$ cat config.mk
export PLATFORM = sky130hd
export DESIGN_NAME = serial_port
export DESIGN_NICKNAME = d
export VERILOG_FILES = /design/src/serial_port.sv /design/src/link_sampler.sv
export SDC_FILE = /design/constraint.sdc
export NUM_CORES = 1
export LEC_CHECK = 0
export BUFFER_PORTS_ARGS = -buffer_cell sky130_fd_sc_hd__buf_4
export CAP_MARGIN = 20
export CORE_ASPECT_RATIO = 1.75
export CORE_MARGIN = 2
export CORE_UTILIZATION = 57
export DETAILED_ROUTE_END_ITERATION = 7
export PLACE_DENSITY_LB_ADDON = 0.25
export REMOVE_ABC_BUFFERS = 1
export SYNTH_ARGS = -nofsm -noshare
export SYNTH_HDL_FRONTEND = slang
export SYNTH_SLANG_ARGS = --single-unit
$ cat constraint.sdc
create_clock -name ref_clk -period 2.6 [get_ports ref_clk]
set_input_delay 0.52 -clock ref_clk [delete_from_list [all_inputs] [get_ports ref_clk]]
set_output_delay 0.52 -clock ref_clk [all_outputs]
set_load 0.02 [all_outputs]
$ cat src/serial_port.sv
// Purpose: Serial register port and ready flag of a converter
// Assumes: sclk idles high; host samples dout on sclk rising edges
// Notes:   Converter datapath is outside; it reports results and calibration

package serial_port_pkg;
	// ----------------------------------------------------------------
	// Word widths
	// ----------------------------------------------------------------
	localparam int COMM_BITS  = 8;
	localparam int DATA_BITS  = 24;
	localparam int CAL_BITS   = 24;
	localparam int CTRL_BITS  = 8;
	localparam int SHIFT_BITS = 24;
	localparam int CNT_BITS   = 5;

	// ----------------------------------------------------------------
	// Communications byte fields
	// ----------------------------------------------------------------
	localparam int COMM_READ_POS = 6;
	localparam int COMM_SEL_LSB  = 0;
	localparam int COMM_SEL_BITS = 4;

	// ----------------------------------------------------------------
	// Register selection codes
	// ----------------------------------------------------------------
	localparam logic [3:0] SEL_CTRL = 4'h1;
	localparam logic [3:0] SEL_DATA = 4'h2;
	localparam logic [3:0] SEL_CAL  = 4'h3;

	// ----------------------------------------------------------------
	// Control register mode field and reset values
	// ----------------------------------------------------------------
	localparam int MODE_LSB  = 0;
	localparam int MODE_BITS = 3;
	localparam logic [3:0]  MODE_IDLE  = 4'h0;
	localparam logic [7:0]  CTRL_RESET = 8'h00;
	localparam logic [23:0] CAL_RESET  = 24'h000000;
	localparam logic [23:0] DATA_RESET = 24'h000000;

	// ----------------------------------------------------------------
	// Sampling
	// ----------------------------------------------------------------
	localparam int SYNC_WIDTH = 3;
	localparam int SYNC_SCLK  = 0;
	localparam int SYNC_CS    = 1;
	localparam int SYNC_DIN   = 2;
endpackage

`timescale 1ns/1ps
`default_nettype none

module serial_port (
	// Clock and reset
	input  wire logic        ref_clk,
	input  wire logic        rstn,
	// Serial pins
	input  wire logic        sclk,
	input  wire logic        cs_n,
	input  wire logic        din,
	output logic             dout,
	output logic             dout_oe,
	output logic             rdy_n,
	// Converter side
	input  wire logic        result_valid,
	input  wire logic [23:0] result_data,
	input  wire logic        pre_update,
	input  wire logic        cal_done,
	output logic      [23:0] cal_word,
	output logic      [7:0]  ctrl_word,
	output logic             mode_start,
	output logic             data_read
);
	typedef enum logic [0:0] {ST_COMM, ST_DATA} phase_t;

	logic [2:0]  pin_level;
	logic [2:0]  pin_rise;
	logic [2:0]  pin_fall;
	logic        sel_n;
	logic        clk_rise;
	logic        clk_fall;
	logic        bit_in;
	phase_t      phase;
	logic [4:0]  bit_cnt;
	logic [23:0] in_shift;
	logic [23:0] out_shift;
	logic        is_read;
	logic [3:0]  sel;
	logic [23:0] data_reg;
	logic        data_unread;
	logic        cal_hold;
	logic [7:0]  next_comm;
	logic [23:0] next_word;
	logic        last_bit;
	logic        word_done;
	logic        mode_write;
	logic        comm_last;
	logic        comm_read;
	logic [3:0]  comm_sel;

	// ----------------------------------------------------------------
	// Pin sampling
	// ----------------------------------------------------------------
	link_sampler #(
		.WIDTH (serial_port_pkg::SYNC_WIDTH)
	) u_sampler (
		.ref_clk  (ref_clk),
		.rstn     (rstn),
		.async_in ({din, cs_n, sclk}),
		.level    (pin_level),
		.rise     (pin_rise),
		.fall     (pin_fall)
	);

	assign sel_n    = pin_level[serial_port_pkg::SYNC_CS];
	assign clk_rise = pin_rise[serial_port_pkg::SYNC_SCLK] & ~sel_n;
	assign clk_fall = pin_fall[serial_port_pkg::SYNC_SCLK] & ~sel_n;
	assign bit_in   = pin_level[serial_port_pkg::SYNC_DIN];

	// Width of the data phase for a register selection
	function automatic logic [4:0] word_len(input logic [3:0] s);
		if (s == serial_port_pkg::SEL_DATA) begin
			word_len = 5'(serial_port_pkg::DATA_BITS);
		end else if (s == serial_port_pkg::SEL_CAL) begin
			word_len = 5'(serial_port_pkg::CAL_BITS);
		end else begin
			word_len = 5'(serial_port_pkg::CTRL_BITS);
		end
	endfunction

	// Read value, left-justified in the output shift register
	function automatic logic [23:0] read_value(input logic [3:0] s,
		input logic [23:0] d, input logic [23:0] c, input logic [7:0] k);
		if (s == serial_port_pkg::SEL_DATA) begin
			read_value = d;
		end else if (s == serial_port_pkg::SEL_CAL) begin
			read_value = c;
		end else if (s == serial_port_pkg::SEL_CTRL) begin
			read_value = {k, 16'h0000};
		end else begin
			read_value = 24'h000000;
		end
	endfunction

	// ----------------------------------------------------------------
	// Frame decode
	// ----------------------------------------------------------------
	assign next_comm = {in_shift[6:0], bit_in};
	assign next_word = {in_shift[22:0], bit_in};
	assign comm_last = clk_rise && (phase == ST_COMM) && last_bit;
	assign comm_read = next_comm[serial_port_pkg::COMM_READ_POS];
	assign comm_sel  = next_comm[serial_port_pkg::COMM_SEL_LSB
		+: serial_port_pkg::COMM_SEL_BITS];
	assign last_bit  = (phase == ST_COMM)
		? (bit_cnt == 5'(serial_port_pkg::COMM_BITS - 1))
		: (bit_cnt == word_len(sel) - 5'h01);
	assign word_done  = clk_rise && (phase == ST_DATA) && last_bit;
	assign mode_write = word_done && !is_read
		&& (sel == serial_port_pkg::SEL_CTRL)
		&& (next_word[serial_port_pkg::MODE_LSB +: serial_port_pkg::MODE_BITS]
			!= serial_port_pkg::MODE_IDLE[2:0]);

	// ----------------------------------------------------------------
	// Phase and bit counter
	// ----------------------------------------------------------------
	always_ff @(posedge ref_clk or negedge rstn) begin
		if (!rstn) begin
			phase   <= ST_COMM;
			bit_cnt <= 5'h00;
		end else if (sel_n) begin
			phase   <= ST_COMM;
			bit_cnt <= 5'h00;
		end else if (clk_rise) begin
			if (last_bit) begin
				bit_cnt <= 5'h00;
				phase   <= (phase == ST_COMM) ? ST_DATA : ST_COMM;
			end else begin
				bit_cnt <= bit_cnt + 5'h01;
			end
		end
	end

	// ----------------------------------------------------------------
	// Input shift register and communications byte
	// ----------------------------------------------------------------
	always_ff @(posedge ref_clk or negedge rstn) begin
		if (!rstn) begin
			in_shift <= 24'h000000;
			is_read  <= 1'b0;
			sel      <= 4'h0;
		end else if (sel_n) begin
			in_shift <= 24'h000000;
		end else if (clk_rise) begin
			in_shift <= next_word;
			if (comm_last) begin
				is_read  <= comm_read;
				sel      <= comm_sel;
				in_shift <= 24'h000000;
			end
		end
	end

	// ----------------------------------------------------------------
	// Register writes
	// ----------------------------------------------------------------
	always_ff @(posedge ref_clk or negedge rstn) begin
		if (!rstn) begin
			cal_word  <= serial_port_pkg::CAL_RESET;
			ctrl_word <= serial_port_pkg::CTRL_RESET;
		end else if (word_done && !is_read) begin
			if (sel == serial_port_pkg::SEL_CAL) begin
				cal_word <= next_word;
			end else if (sel == serial_port_pkg::SEL_CTRL) begin
				ctrl_word <= next_word[7:0];
			end
		end
	end

	// ----------------------------------------------------------------
	// Output shift register and serial output
	// ----------------------------------------------------------------
	always_ff @(posedge ref_clk or negedge rstn) begin
		if (!rstn) begin
			out_shift <= 24'h000000;
			dout      <= 1'b0;
		end else if (sel_n) begin
			out_shift <= 24'h000000;
			dout      <= 1'b0;
		end else if (comm_last) begin
			if (comm_read) begin
				out_shift <= read_value(comm_sel, data_reg,
					cal_word, ctrl_word);
			end else begin
				out_shift <= 24'h000000;
			end
		end else if (clk_fall) begin
			dout      <= out_shift[23];
			out_shift <= {out_shift[22:0], 1'b0};
		end
	end

	assign dout_oe = ~sel_n;

	// ----------------------------------------------------------------
	// Data register and ready flag
	// ----------------------------------------------------------------
	always_ff @(posedge ref_clk or negedge rstn) begin
		if (!rstn) begin
			data_reg <= serial_port_pkg::DATA_RESET;
		end else if (result_valid) begin
			data_reg <= result_data;
		end
	end

	always_ff @(posedge ref_clk or negedge rstn) begin
		if (!rstn) begin
			data_unread <= 1'b0;
		end else if (result_valid) begin
			data_unread <= 1'b1;
		end else if (data_read || pre_update) begin
			data_unread <= 1'b0;
		end
	end

	always_ff @(posedge ref_clk or negedge rstn) begin
		if (!rstn) begin
			cal_hold <= 1'b0;
		end else if (cal_done) begin
			cal_hold <= 1'b1;
		end else if (mode_write) begin
			cal_hold <= 1'b0;
		end
	end

	always_ff @(posedge ref_clk or negedge rstn) begin
		if (!rstn) begin
			mode_start <= 1'b0;
			data_read  <= 1'b0;
		end else begin
			mode_start <= mode_write;
			data_read  <= word_done && is_read
				&& (sel == serial_port_pkg::SEL_DATA);
		end
	end

	assign rdy_n = ~(data_unread | cal_hold);
endmodule

`default_nettype wire

$ cat src/link_sampler.sv
// Purpose: Synchroniser with edge finder for the serial pins
// Assumes: Inputs arrive from outside the ref_clk domain
// Notes:   Resets to all ones, the idle level of the pins, so no false edge

`timescale 1ns/1ps
`default_nettype none

module link_sampler #(
	parameter int WIDTH = 3
) (
	// Clock and reset
	input  wire logic             ref_clk,
	input  wire logic             rstn,
	// Asynchronous inputs
	input  wire logic [WIDTH-1:0] async_in,
	// Synchronised levels and edges
	output logic      [WIDTH-1:0] level,
	output logic      [WIDTH-1:0] rise,
	output logic      [WIDTH-1:0] fall
);
	logic [WIDTH-1:0] stage1;
	logic [WIDTH-1:0] stage2;
	logic [WIDTH-1:0] stage3;

	// ----------------------------------------------------------------
	// Two-flop synchroniser and one delay for edges
	// ----------------------------------------------------------------
	always_ff @(posedge ref_clk or negedge rstn) begin
		if (!rstn) begin
			stage1 <= '1;
			stage2 <= '1;
			stage3 <= '1;
		end else begin
			stage1 <= async_in;
			stage2 <= stage1;
			stage3 <= stage2;
		end
	end

	assign level = stage2;
	assign rise  = stage2 & ~stage3;
	assign fall  = ~stage2 & stage3;
endmodule

`default_nettype wire

==> results.json, run 1 <==
{
  "dpl.hpwl_um": 7780,
  "cp-end-kind": "flop",
  "coreArea_mm2": 0.00909,
  "root_buffer": "clkbuf_16",
  "fp-row-count": 46,
  "top_level_ports": 69,
  "totalWireLength_um": 11800,
  "synth-edff-count": 0,
  "status": "finished, final reports clean",
  "first_iter_violations": 243,
  "htree_levels": 4,
  "yosysSeqAreaShare": 0.592,
  "cp-endpoint": "cal_word[6]",
  "drt-vias-per-instance": 5.90,
  "track_usage": 0.247,
  "drtPass1Iterations": 4,
  "cp_slowest_cell": "dfrtp_1",
  "synth_area_per_cell_um2": 14.0,
  "start_kind": "flop",
  "cp.arrival_ns": 2.38,
  "synth_cell_types": 45,
  "critical-path-max-stage-delay_ns": 0.39,
  "whs_ns": 0.0665,
  "fill_cells": 680,
  "critical_path_buf_inv_count": 1,
  "r2r_end": "cal_word[6]",
  "hold_class": "in -> async",
  "area_growth_syn_to_layout_pct": 22.5,
  "final_area_mm2": 0.00654,
  "worstMarginPinSlew_ns": 0.720,
  "critPathMaxFanout": 21,
  "clock_skew_ns": 0.00709,
  "setup_viol": 0,
  "grt_max_degree": 51,
  "p_leak_uw": 0.00320,
  "avgRoutedWirePerCell_um": 20.1,
  "postPlaceCellArea_mm2": 0.00592,
  "rrSetupSlack_ns": 0.51,
  "netlist_instances": 380,
  "synth.most_common_cell": "dfrtp_1",
  "crit_chain": "ha_1 > nand3b_4 > nor3_4 > and4_1 > buf_12 > mux2_2",
  "rsz0062_at_grt": "false",
  "yosys-top-cells-count": "dfrtp_1 (119), mux2_2 (68), nor2_1 (32), a22o_1 (24), mux2i_1 (17)",
  "power.density_mw_per_mm2": 719,
  "overflow": 0,
  "clockBufferDepth": 2,
  "die_y_um": 132,
  "ys_async_sr_fraction": 1.00,
  "ys_warn_count": 0,
  "synth_area_leaders": "dfrtp_1 (56%), mux2_2 (14%), a22o_1 (3.9%)",
  "num_vias": 3450,
  "antenna_found_initial": 0,
  "synth_area_mm2": 0.00534,
  "cp_top_family": "simple AND/OR/NAND/NOR gates",
  "synth_top_area_frac": 0.558,
  "rr_startpoint": "bit_cnt[0]",
  "cp_data_required_time_ns": 2.89,
  "maxSlewHeadroom": 0.520,
  "post_cts_resized": 0,
  "max_cap_violations": 0,
  "nets": 485,
  "hold_buffers": 0,
  "dieArea_mm2": 0.0102,
  "start_util": 0.587,
  "place.gp.congestion": 0.836,
  "seq_area_mm2": 0.00316,
  "grt_pass1_wl_um": 19500,
  "synth-seq-cells": 126,
  "tns_ns": 0,
  "maxSlewViolCount": 0,
  "critPathLaunch": "bit_cnt[0]",
  "die_width_um": 77.1,
  "yosysTopAreaCell": "dfrtp_1",
  "fmax_mhz": 478,
  "crit_cells": 6,
  "finalCritPeriodShare": 0.804,
  "clkTransAtPathRegs_ns": 0.05,
  "critPathKind": "reg -> reg",
  "multiInputGateArea_mm2": 0.00199,
  "diodes": 0,
  "fin_crit_ns": 2.09,
  "drc_errors": 0,
  "drive_gt1_frac": 0.422,
  "grt_pass1_vias": 3775,
  "cts.sink_count": 126,
  "hold_viol": 0,
  "clk_latency_ns": 0.41,
  "synth_ff_type": "dfrtp_1",
  "r2r_cells": 6,
  "cts_tree": "done",
  "ir_drop_mv": 0.561,
  "drtAntennaViolNets": 0,
  "cts_inserted_buffers": 17,
  "portBuffers": 68,
  "postCtsSetupBuffers": 0
}
[area by class of cell]
cell class	instances	share of cell area
clock buffers	26	0.0779
inverters	1	0.000574
flip-flops and latches	126	0.484
repair buffers	77	0.0942
well taps	120	0.0230
clock inverters	6	0.0161
multi-input cells	229	0.305
[through the flow]
step	cells	utilization	setup slack [ns]	total power (uW)
2_1_floorplan	356	-	0.504	2170
4_1_cts	585	0.719	0.509	4730
3_5_place_dp	553	0.651	0.546	2300
5_1_grt	585	0.719	0.390	4840
6_report	585	0.719	0.509	4700
3_3_place_gp	553	0.651	0.620	2290
[power by group]
part | total [uW] | internal, uW | switching, uW
sequential | 2060 | 2020 | 42.7
combinational | 211 | 99.3 | 112
clock | 2430 | 1630 | 799
total | 4700 | 3750 | 953
[worst min path at each step]
stage                              end  depth (start not counted)
floorplan                   bit_cnt[0]                          0
global placement    u_sampler.level[2]                          0
detailed placement  u_sampler.level[1]                          0
CTS                           cal_hold                          1
global route                  cal_hold                          1
finish                        cal_hold                          1
[cells in the final DEF, fill, tap and decap left out, types with 2 or more instances in the layout]
master     synthesis  layout
buf_12             0       3
clkbuf_8           0       5
a22o_1            24      24
a21oi_1            3       3
clkinv_2           0       3
nor3_1             2       2
xor2_1             2       2
buf_4              2      74
a221o_2            9       9
nand2_1            8       8
nand3_1            6       6
nand2b_1           2       2
nor2b_1            3       3
nor3b_1            5       5
a221o_1           14      14
a22oi_1            8       8
o21ai_0            5       5
dfstp_2            7       7
clkbuf_1           5       4
nand4_1            3       3
nor2_1            32      32
clkbuf_16          0      17
mux2_2            68      68
dfrtp_1          119     119
mux2i_1           17      17
bufinv_16          0       3
[layer usage]
layer | routed length (um) | vias up | global-route usage
met1 | 4450 | 1758 | 0.291
met5 | 0 | - | 0
met4 | 271 | 0 | 0.0843
met3 | 510 | 19 | 0.0651
met2 | 6530 | 114 | 0.434
li1 | - | 1559 | -
[cell families (layout without fill, tap and decap cells)]
| group | after synthesis | after routing | share of synthesized area |
|---|---|---|---|
| buffers and inverters | 25 | 110 | 0.0345 |
| AO/OA/AOI/OAI | 69 | 69 | 0.115 |
| XOR/XNOR | 2 | 2 | 0.00328 |
| adder cells (fa/ha/maj) | 1 | 1 | 0.00234 |
| flip-flops | 126 | 126 | 0.592 |
| multiplexers | 85 | 85 | 0.175 |
| AND/OR/NAND/NOR | 72 | 72 | 0.0771 |
No activity file was read; power rests on OpenSTA's default activity.
==> run 2, diff against run 1 <==
--- a/config.mk
+++ b/config.mk
@@ -5,11 +5,12 @@
 export SDC_FILE = /design/constraint.sdc
 export NUM_CORES = 1
 export LEC_CHECK = 0
+export ABC_AREA = 1
 export BUFFER_PORTS_ARGS = -buffer_cell sky130_fd_sc_hd__buf_4
 export CAP_MARGIN = 20
 export CORE_ASPECT_RATIO = 1.75
 export CORE_MARGIN = 2
-export CORE_UTILIZATION = 57
+export CORE_UTILIZATION = 58
 export DETAILED_ROUTE_END_ITERATION = 7
 export PLACE_DENSITY_LB_ADDON = 0.25
 export REMOVE_ABC_BUFFERS = 1
==> constraint.sdc (replaced) <==
create_clock -name ref_clk -period 2.1 [get_ports ref_clk]
set_input_delay 0.42 -clock ref_clk [delete_from_list [all_inputs] [get_ports ref_clk]]
set_output_delay 0.42 -clock ref_clk [all_outputs]
set_load 0.02 [all_outputs]
==> results.json, run 2 <==
{
  "diodes": 0,
  "cp-end-kind": "flop",
  "final_area_mm2": 0.00701,
  "first_iter_violations": 507,
  "cp_data_required_time_ns": 2.37,
  "final_cell_mix": "nand2_1 (270), dfrtp_1 (119), nand3_1 (101)",
  "max_cap_violations": 0,
  "cts_inserted_buffers": 17,
  "area_growth_syn_to_layout_pct": 21.5,
  "power.density_mw_per_mm2": 829,
  "dieArea_mm2": 0.0108,
  "critical-path-max-stage-delay_ns": 0.55,
  "synth-seq-cells": 126,
  "fmax_mhz": 527,
  "cp_slowest_cell": "dfstp_2",
  "synth-edff-count": 0,
  "antenna_found_initial": 0,
  "cp.arrival_ns": 2.17,
  "drt-vias-per-instance": 5.59,
  "status": "finished, final reports clean",
  "ys_warn_count": 0,
  "synth_area_leaders": "dfrtp_1 (52%), nand2_1 (18%), nand3_1 (8.8%)",
  "hold_viol": 0,
  "avgRoutedWirePerCell_um": 16.2,
  "netlist_instances": 699,
  "synth_ff_type": "dfrtp_1",
  "drc_errors": 0,
  "die_width_um": 79.4,
  "dpl.hpwl_um": 9310,
  "fill_cells": 749,
  "critPathKind": "reg -> reg",
  "postPlaceCellArea_mm2": 0.00639,
  "yosysTopAreaCell": "dfrtp_1",
  "ys_async_sr_fraction": 1.00,
  "track_usage": 0.295,
  "ir_drop_mv": 0.744,
  "synth_cell_types": 30,
  "path_common_cell": "nand2_1",
  "nets": 795,
  "htree_levels": 4,
  "setup_viol": 0,
  "grt_max_degree": 51,
  "clkTransAtPathRegs_ns": 0.06,
  "finalCritPeriodShare": 0.904,
  "yosysSeqAreaShare": 0.548,
  "grt_pass1_wl_um": 24700,
  "critPathMaxFanout": 48,
  "p_leak_uw": 0.00348,
  "coreArea_mm2": 0.00979,
  "start_util": 0.589,
  "synth_area_mm2": 0.00577,
  "worstMarginPinSlew_ns": 0.493,
  "top_level_ports": 69,
  "synth_area_per_cell_um2": 8.25,
  "portBuffers": 68,
  "synth.most_common_cell": "nand2_1",
  "place.gp.congestion": 0.855,
  "fp-row-count": 48,
  "root_buffer": "clkbuf_16",
  "overflow": 0,
  "hold_class": "in -> reg",
  "drive_gt1_frac": 0.183,
  "yosys-top-cells-count": "nand2_1 (270), dfrtp_1 (119), nand3_1 (101), o21ai_0 (43), inv_1 (40)",
  "num_vias": 5031,
  "die_y_um": 136,
  "fin_crit_ns": 1.90,
  "clk_latency_ns": 0.41,
  "cts_tree": "done",
  "tns_ns": 0,
  "clock_skew_ns": 0.00463,
  "clockBufferDepth": 2,
  "maxSlewHeadroom": 0.671,
  "grt_pass1_vias": 5135,
  "crit_chain": "nand2_2 > nor2_4 > nand2_1 > nor2_8 > nand3_4 > buf_4 > nand2_1 > o21ai_0",
  "cts.sink_count": 126,
  "maxSlewViolCount": 0,
  "synth_top_area_frac": 0.516,
  "totalWireLength_um": 14600,
  "postCtsSetupBuffers": 0,
  "layout_commonest_cell": "nand2_1",
  "start_kind": "flop",
  "rsz0062_at_grt": "false",
  "drtPass1Iterations": 5,
  "drtAntennaViolNets": 0
}
==> run 2: worst paths after layout <==
path | startpoint | slack, ns | cells after the start | to
max | u_sampler.level[0] | 0.20 | 8 | cal_word[6]
min | sclk | 0.11 | 1 | u_sampler.stage1[0]
max reg2reg | u_sampler.level[0] | 0.20 | 8 | cal_word[6]
min reg2reg | u_sampler.stage1[2] | 0.35 | 0 | u_sampler.level[2]
max in group asynchronous | rstn | 0.96 | 3 | u_sampler.stage1[1]
min in group asynchronous | rstn | 0.49 | 2 | mode_start
==> run 2: cells by family after synthesis <==
family / after synthesis / synth area share
DFF: 126 / 0.548
AOI/OAI and AO/OA: 81 / 0.0729
adders and majority gates: 1 / 0.00217
and+or+nand+nor: 401 / 0.305
xor gates and xnor gates: 3 / 0.00456
buffers and inverters: 87 / 0.0670
==> run 2: area by class of cell <==
type / count / area (um^2) / share of cell area
inverter: 47 / 176 / 0.0252
multi-input combinational: 486 / 2230 / 0.318
tap: 125 / 156 / 0.0223
clock inverter: 11 / 140 / 0.0200
sequential: 126 / 3160 / 0.451
timing repair buffer: 84 / 683 / 0.0975
clock buffer: 21 / 460 / 0.0657
==> run 2: layer usage <==
metal,track usage,wire [um]
met1,0.361,5820
met5,0,0
met2,0.504,7700
met3,0.0571,631
met4,0.134,417
==> run 2: worst max-delay path, delay by kind of cell, from the launching register on <==
| family | cells | cell delay (ns) |
|---|---|---|
| simple gates | 6 | 0.83 |
| compound gates | 1 | 0.08 |
| flops | 1 | 0.55 |
| buf+inv | 1 | 0.28 |
==> run 2: what timing repair did <==
action / in CTS / in global routing
setup endpoints to repair: 0 / 14
hold buffers: 1 / 0
hold endpoints to repair: 28 / 0
gates resized for setup: 0 / 1
==> run 2: through the flow <==
stage / worst slack (ns) / instances / power [uW] / hold WS (ns) / utilization
after floorplan: -1.21 / 659 / 2680 / 0.124 / -
after global placement: 0.250 / 867 / 2850 / 0.346 / 0.653
after detailed placement: 0.138 / 867 / 2860 / 0.347 / 0.653
after CTS: 0.102 / 900 / 5830 / 0.107 / 0.715
after global routing: 0.0569 / 900 / 5970 / 0.106 / 0.716
final: 0.202 / 900 / 5810 / 0.115 / 0.716
==> run 2: where the power goes <==
group / total [uW] / leakage, uW / internal (uW) / switching, uW
combinational: 282 / 0.00151 / 97.7 / 184
clock: 2990 / 0.000285 / 1920 / 1070
sequential: 2540 / 0.00168 / 2500 / 43.3
